$ cat config.mk
export PLATFORM = sky130hd
export DESIGN_NAME = ipf_bank
export DESIGN_NICKNAME = d
export VERILOG_FILES = /design/src/rtl/ipf_field.v /design/src/rtl/ipf_bank.v
export VERILOG_INCLUDE_DIRS = /design/src /design/src/common
export SDC_FILE = /design/constraint.sdc
export NUM_CORES = 1
export LEC_CHECK = 0
export BUFFER_PORTS_ARGS = -buffer_cell sky130_fd_sc_hd__buf_2
export CORE_ASPECT_RATIO = 0.6
export CORE_MARGIN = 3
export CORE_UTILIZATION = 45
export DETAILED_ROUTE_END_ITERATION = 16
export GPL_TIMING_DRIVEN = 0
export PLACE_DENSITY = 0.7
export SLEW_MARGIN = 30
export SYNTH_ARGS = -nofsm -noshare
export SYNTH_HDL_FRONTEND = slang
export SYNTH_SLANG_ARGS = --single-unit
$ cat constraint.sdc
create_clock -name clock -period 12.05 [get_ports clock]
set_input_delay 0.6025 -clock clock [delete_from_list [all_inputs] [get_ports clock]]
set_output_delay 0.6025 -clock clock [all_outputs]
set_load 0.02 [all_outputs]
$ cat src/common/ipf_defines.vh
// constants for the interrupt priority field bank
`ifndef IPF_DEFINES_VH
`define IPF_DEFINES_VH

`define IPF_ADDR_W 4
`define IPF_OFS_PRIO_CTRL 4'h0
`define IPF_OFS_REQ_STATUS 4'h1
`define IPF_OFS_LEVEL_VIEW 4'h2
`define IPF_FIELD_W 3
`define IPF_NUM_SRC 4
`define IPF_TMR_LSB 12
`define IPF_CMP_LSB 8
`define IPF_CAP_LSB 4
`define IPF_EXT_LSB 0
`define IPF_IMPL_MASK 16'h7777
`define IPF_RESET_VALUE 16'h4444
`define IPF_FIELD_RESET 3'h4
`define IPF_LEVEL_OFF 3'h0
`define IPF_ZERO16 16'h0000

`endif

$ cat src/rtl/ipf_field.v
// one three-bit priority field and its request gate
`timescale 1ns/1ps
`include "ipf_defines.vh"

module ipf_field (
  input wire clock,
  input wire rst,
  input wire load,
  input wire [2:0] wdata,
  input wire flag,
  input wire enable,
  output reg [2:0] level,
  output reg request
);

  // ----------------------------------------
  // field storage
  // ----------------------------------------
  always @(posedge clock or posedge rst) begin
    if (rst) begin
      level <= `IPF_FIELD_RESET;
    end else if (load) begin
      level <= wdata;
    end
  end

  // ----------------------------------------
  // gated request, zero level disables
  // ----------------------------------------
  always @(posedge clock or posedge rst) begin
    if (rst) begin
      request <= 1'b0;
    end else begin
      request <= flag & enable & (level != `IPF_LEVEL_OFF);
    end
  end

endmodule // ipf_field

$ cat src/rtl/ipf_bank.v
// priority field bank with avalon-mm slave
`timescale 1ns/1ps
`include "ipf_defines.vh"

module ipf_bank (
  input wire clock,
  input wire rst,
  input wire [3:0] address,
  input wire read,
  input wire write,
  input wire [15:0] writedata,
  input wire [1:0] byteenable,
  output reg [15:0] readdata,
  output reg waitrequest,
  input wire [3:0] src_flag,
  input wire [3:0] src_enable,
  output reg [2:0] timer_one_priority,
  output reg [2:0] compare_ch1_priority,
  output reg [2:0] capture_ch1_priority,
  output reg [2:0] ext_line0_priority,
  output reg [3:0] src_request,
  output reg [2:0] top_level,
  output reg [1:0] top_source
);

  // ----------------------------------------
  // helper functions
  // ----------------------------------------
  function is_prio;
    input [3:0] a;
    begin
      is_prio = (a == `IPF_OFS_PRIO_CTRL);
    end
  endfunction

  function [2:0] field_at;
    input [15:0] word;
    input integer lsb;
    begin
      field_at = word[lsb +: `IPF_FIELD_W];
    end
  endfunction

  function [15:0] pack_fields;
    input [2:0] f3;
    input [2:0] f2;
    input [2:0] f1;
    input [2:0] f0;
    begin
      pack_fields = {1'b0, f3, 1'b0, f2, 1'b0, f1, 1'b0, f0};
    end
  endfunction

  // ----------------------------------------
  // bus handshake
  // ----------------------------------------
  localparam [1:0] ST_IDLE = 2'h1;
  localparam [1:0] ST_ACK = 2'h2;
  reg [1:0] state;
  reg [1:0] next_state;
  // read data is captured when the request is taken
  wire take = (read | write) & (state == ST_IDLE);
  // writes land only at the edge that sees waitrequest low
  wire done = (state == ST_ACK);
  wire wr_prio = done & write & is_prio(address);
  wire [15:0] lane_mask = {{8{byteenable[1]}}, {8{byteenable[0]}}};
  wire [15:0] merged;
  wire [15:0] field_bits;
  wire [2:0] lv [0:3];
  wire [3:0] req;
  wire [3:0] raw_flag;
  wire [3:0] raw_en;
  reg [3:0] flag_s1, flag_s2, en_s1, en_s2;
  reg [2:0] next_top_level;
  reg [1:0] next_top_source;
  integer k;

  assign field_bits = pack_fields(lv[3], lv[2], lv[1], lv[0]);
  assign merged = ((writedata & lane_mask) | (field_bits & ~lane_mask)) & `IPF_IMPL_MASK;
  assign raw_flag = src_flag;
  assign raw_en = src_enable;

  // ----------------------------------------
  // input synchronisers
  // ----------------------------------------
  always @(posedge clock or posedge rst) begin
    if (rst) begin
      flag_s1 <= 4'h0;
      flag_s2 <= 4'h0;
      en_s1 <= 4'h0;
      en_s2 <= 4'h0;
    end else begin
      flag_s1 <= raw_flag;
      flag_s2 <= flag_s1;
      en_s1 <= raw_en;
      en_s2 <= en_s1;
    end
  end

  // ----------------------------------------
  // field instances
  // ----------------------------------------
  ipf_field u_ext (.clock(clock), .rst(rst), .load(wr_prio),
    .wdata(field_at(merged, `IPF_EXT_LSB)), .flag(flag_s2[0]), .enable(en_s2[0]),
    .level(lv[0]), .request(req[0]));
  ipf_field u_cap (.clock(clock), .rst(rst), .load(wr_prio),
    .wdata(field_at(merged, `IPF_CAP_LSB)), .flag(flag_s2[1]), .enable(en_s2[1]),
    .level(lv[1]), .request(req[1]));
  ipf_field u_cmp (.clock(clock), .rst(rst), .load(wr_prio),
    .wdata(field_at(merged, `IPF_CMP_LSB)), .flag(flag_s2[2]), .enable(en_s2[2]),
    .level(lv[2]), .request(req[2]));
  ipf_field u_tmr (.clock(clock), .rst(rst), .load(wr_prio),
    .wdata(field_at(merged, `IPF_TMR_LSB)), .flag(flag_s2[3]), .enable(en_s2[3]),
    .level(lv[3]), .request(req[3]));

  // ----------------------------------------
  // highest pending level, ties to lower index
  // ----------------------------------------
  always @* begin
    next_top_level = `IPF_LEVEL_OFF;
    next_top_source = 2'h0;
    for (k = 0; k < `IPF_NUM_SRC; k = k + 1) begin
      if (req[k] && (lv[k] > next_top_level)) begin
        next_top_level = lv[k];
        next_top_source = k[1:0];
      end
    end
  end

  // ----------------------------------------
  // handshake state, one wait state per transfer
  // ----------------------------------------
  always @* begin
    next_state = state;
    case (state)
      ST_IDLE: begin
        if (read | write) begin
          next_state = ST_ACK;
        end
      end
      ST_ACK: begin
        next_state = ST_IDLE;
      end
      default: begin
        next_state = ST_IDLE;
      end
    endcase
  end

  always @(posedge clock or posedge rst) begin
    if (rst) begin
      state <= ST_IDLE;
      waitrequest <= 1'b1;
    end else begin
      state <= next_state;
      waitrequest <= (next_state != ST_ACK);
    end
  end

  // ----------------------------------------
  // read data, stands until the next read
  // ----------------------------------------
  always @(posedge clock or posedge rst) begin
    if (rst) begin
      readdata <= `IPF_ZERO16;
    end else if (take & read) begin
      case (address)
        `IPF_OFS_PRIO_CTRL: begin
          readdata <= field_bits;
        end
        `IPF_OFS_REQ_STATUS: begin
          readdata <= {12'h000, req};
        end
        `IPF_OFS_LEVEL_VIEW: begin
          readdata <= {11'h000, top_source, top_level};
        end
        default: begin
          readdata <= `IPF_ZERO16;
        end
      endcase
    end
  end

  // ----------------------------------------
  // registered copies of fields and requests
  // ----------------------------------------
  always @(posedge clock or posedge rst) begin
    if (rst) begin
      timer_one_priority <= `IPF_FIELD_RESET;
      compare_ch1_priority <= `IPF_FIELD_RESET;
      capture_ch1_priority <= `IPF_FIELD_RESET;
      ext_line0_priority <= `IPF_FIELD_RESET;
      src_request <= 4'h0;
      top_level <= `IPF_LEVEL_OFF;
      top_source <= 2'h0;
    end else begin
      timer_one_priority <= lv[3];
      compare_ch1_priority <= lv[2];
      capture_ch1_priority <= lv[1];
      ext_line0_priority <= lv[0];
      src_request <= req;
      top_level <= next_top_level;
      top_source <= next_top_source;
    end
  end

endmodule // ipf_bank

After elaboration in Yosys (flattened, before gate mapping)
Cells that the tools add are included.
{"block": "word_totals", "ff_bits": 72, "latchBits": 0, "ram_bits": 0, "rom_bits": 0, "inputBits": 34, "output_inout_bits": 38, "mem_count": 0}
{"block": "op_classes", "n_addsub": 0, "multipliers": 0, "div_mod_pow": 0, "n_lt_le_gt_ge": 4, "eq_ne": 5, "shift": 0, "mux": 10, "n_bitwise": 17, "n_reduce_logical": 9}
{"op": "one-hot mux 15 bit (3 select lines)", "count": 1}
{"op": "bitwise AND 15 bit", "count": 2}
{"op": "NOT 15 bit", "count": 1}
{"op": "bitwise OR 15 bit", "count": 1}
{"op": "bitwise AND 1 bit", "count": 12}
{"op": "2-to-1 mux 3 bit", "count": 4}
{"op": "nonzero test 3 bit", "count": 4}
{"op": "> comparator 3 bit", "count": 3}
{"op": "2-to-1 mux 2 bit", "count": 4}
{"op": "== test 4 x 1 -> 1 bit, second input constant", "count": 1}
{"op": "== test 4 x 2 -> 1 bit, second input constant", "count": 1}
{"op": "logical AND 1 bit", "count": 4}
{"op": "zero test 4 bit", "count": 1}
{"op": "> comparator 3 x 1 -> 1 bit, second input constant", "count": 1}
{"op": "== test 2 x 1 -> 1 bit, second input constant", "count": 1}
{"op": "== test 2 bit, second input constant", "count": 1}
{"op": "inequality test 2 bit, second input constant", "count": 1}
{"op": "2-to-1 mux 1 bit", "count": 1}
{"op": "bitwise OR 1 bit", "count": 1}

Depth between registers and ports, before layout
{"block": "logic_depth", "depth_word": 12, "depth_mapped": 17, "depth_no_buf": 17}

Cells and area by module
Synthesis repeated with hierarchy kept, for this count alone.
{"block": "hier_totals", "hier_cells": 205, "hier_area_um2": 2758.9}
{"module": "ipf_bank", "instances": 1, "cells_each": 169, "area_per_inst_um2": 2163.3, "seq_area_each_um2": 1333.8}
{"module": "ipf_field", "instances": 4, "cells_each": 9, "area_per_inst_um2": 148.9, "seq_area_each_um2": 101.3}

Least setup slack after synthesis
Ideal clock, no wire load.
{"block": "synth_path", "path_type": "reg-to-reg", "start": "register with a tool-made name", "end": "register top_level[0]", "arrival_time_ns": 3.717, "t_required_ns": 11.925, "path_slack_ns": 8.208, "stages_incl_launch_ff": 15, "synth_period_minus_slack_ns": 3.842, "cell_sequence": "dfstp_2 -> nand2_1 -> ha_1 -> and3b_2 -> o211ai_4 -> mux2_2 -> ha_1 -> inv_1 -> o21ai_0 -> o2111ai_2 -> mux2_4 -> ha_1 -> nand3_1 -> o2111ai_1 -> mux2_4"}
{"element": "end signal, assigned", "line_no": "ipf_bank.v:194", "text": "top_level <= `IPF_LEVEL_OFF;"}
{"element": "end signal, assigned", "line_no": "ipf_bank.v:202", "text": "top_level <= next_top_level;"}
{"element": "end, declared", "line_no": "ipf_bank.v:22", "text": "output reg [2:0] top_level,"}

==> impl_metrics.ini <==
[power]
powerDensity_nw_per_um2 = 156
combPwrFrac_pct = 13.3
p_sw_w = 0.000131
switching_share_pct = 26.1
p_int_w = 0.000372
p_leak_nw = 1.74
finalPower_w = 0.000504
peakVddDrop_v = 0.0000870
power_frac_clock_pct = 33.0
p_seq_share_pct = 53.7

[timing]
fin_setup_tns_ns = 0
relSlewSlack_pct = 62.5
hold_violations = 0
final.period_utilization_pct = 34.9
rsz0062_at_grt = false
slew_viol_final = 0
fmax_mhz = 238
worst_slack_ns = 7.85
fin_skew_ns = 0.00551
fin_crit_ns = 4.20
worst_slew_pin_slew_ns = 0.562
setup_viol = 0

[global_route]
grt_start_max_net_pins = 48
grt_pass1_wl_mm = 8.51
use_met3_pct = 8.46
antenna_found_initial = 0
grt_pass1_vias = 1690
overflow = 0
use_met2_pct = 22.6
top_usage_layer = met1
gr-usage-met1_pct = 23.9
grt_usage_pct = 17.0

[clock_network]
cts_post_setup_buffers_inserted = 0
h-tree-depth = 3
cts_hold_buf = 0
post_cts_resized = 0
cts_buffer_depth = 2
cts.sinks = 69
clock_latency_ns = 0.34
cts.root.buffer_cell = clkbuf_8
cts_buffers = 9
cts_tree = yes
path_clk_slew_ns = 0.06

[synthesis]
synthCells = 182
ys_ff_latch = 69
ys.flop_type = dfrtp_1
synth-edff-count = 0
synth_cell_types = 33
synthArstFlopShare_pct = 100
yosysSeqAreaShare_pct = 66.6
syn_avg_cell_area_um2 = 14.3
syn_area_um2 = 2610
ys_warn_count = 0

[routing]
wl_per_cell_um = 15.4
drt_iter0_markers = 70
drcViolationCount = 0
dr.pass1.iters = 4
totalWireLength_mm = 5.24
num_vias = 1702
ant_nets = 0
viasPerCell = 5.01

[final_layout]
drive_above_1_share_pct = 43.0
mostFrequentLayoutCell = buf_2
areaGrowthSynthToFinish_pct = 23.7
fin_nets = 302
n_antenna_cell = 0
most-common-layout-cells = 64 x buf_2, 59 x dfrtp_1, 14 x mux2_2

[die]
coreArea_um2 = 5330
io_pins = 72
start_util_pct = 49.0
die_x_um = 104
std_cell_rows = 20
die-area_um2 = 6780
die_y_um = 65.0

[worst_setup_path]
arrival_ns = 4.43
timing.rr.end = top_level[0]
worst_setup_path_start_kind = flop
cp_max_fo = 9
end_kind = flop
worst-setup-path-type = flop to flop
rr_worst_depth = 16
worstPathRequired_ns = 12.28
r2r_slack_ns = 7.85

[placed_design]
place.gp.congestion = 0.797
dp_slack_ns = 7.83
dp_hpwl_mm = 3.87
io_buffer_count = 63

[run]
maxCapViolCount = 0

[min_path]
hold_path.class = input port to asynchronous set/reset pin

[outcome]
status = completed
[cell families after synthesis]
group	synth area share (%)
other	0.144
muxes	9.30
adders and majority gates	4.31
buffers and inverters	3.07
and+or+nand+nor	5.27
DFF	66.6
AOI/OAI and AO/OA	11.3
[Yosys cell counts, types with 3 or more instances]
master	count	area, um^2
inv_1	12	45.0
o21ai_0	11	55.1
ha_1	9	113
buf_4	3	22.5
dfrtp_1	59	1480
dfstp_2	10	263
a22o_1	11	96.3
o311a_1	4	40.0
nand3_1	3	15.0
mux2_2	14	158
mux2i_1	4	40.0
nand2_1	13	48.8
mux2_4	3	45.0
[power groups by stage]
| stage | clock network, W | registers, W | logic (W) |
|---|---|---|---|
| final | 0.000166 | 0.000271 | 0.0000668 |
| after global placement | 0 | 0.000274 | 0.0000646 |
| after floorplan | 0 | 0.000282 | 0.0000337 |
| after detailed placement | 0 | 0.000275 | 0.0000673 |
| after global routing | 0.000182 | 0.000274 | 0.0000740 |
| after CTS | 0.000172 | 0.000271 | 0.0000677 |
[area by class of cell]
class	count	area [um^2]
well taps	77	96.3
multi-input cells	97	800
clock buffers	14	173
clock inverters	1	5.00
repair buffers	64	335
plain buffers	6	35.0
inverters	12	47.5
flip-flops and latches	69	1740
fillers	447	2100
[stage by stage]
stage	instances	utilization [%]	instance area, um^2	hold WS, ns
6_report	340	60.6	3230	0.210
5_1_grt	340	60.6	3230	0.211
4_1_cts	340	60.6	3230	0.200
3_5_place_dp	325	57.3	3050	0.336
3_3_place_gp	324	56.9	3030	0.334
2_1_floorplan	184	-	2620	0.331
[worst max path at each step]
stage / startpoint / endpoint / slack [ns] / depth (start not counted)
final: flop / top_level[0] / 7.85 / 16
after global routing: flop / top_level[0] / 7.50 / 16
after CTS: flop / top_level[0] / 7.81 / 16
after detailed placement: flop / top_level[0] / 7.83 / 16
after global placement: flop / top_level[0] / 7.93 / 16
after floorplan: flop / top_level[0] / 8.21 / 14
[per-layer routing]
| layer | vias to the layer above | part of all wire, % |
|---|---|---|
| li1 | 795 | - |
| met1 | 834 | 51 |
| met2 | 67 | 40 |
| met3 | 6 | 8.1 |
| met4 | 0 | 1.2 |
| met5 | - | 0 |
[worst max-delay path: stages, from the launching register on]
cell	delay [ns]
dfstp_2	0.57
nand2_1	0.08
ha_1	0.32
and3b_2	0.23
o211ai_4	0.24
mux2_2	0.38
ha_1	0.29
inv_1	0.04
o21ai_0	0.19
o2111ai_2	0.29
nand2_1	0.17
o21ai_0	0.10
ha_1	0.31
inv_1	0.04
o21ai_0	0.15
o2111ai_1	0.31
mux2_4	0.38
Note: power is estimated with default switching activity, not from simulation.
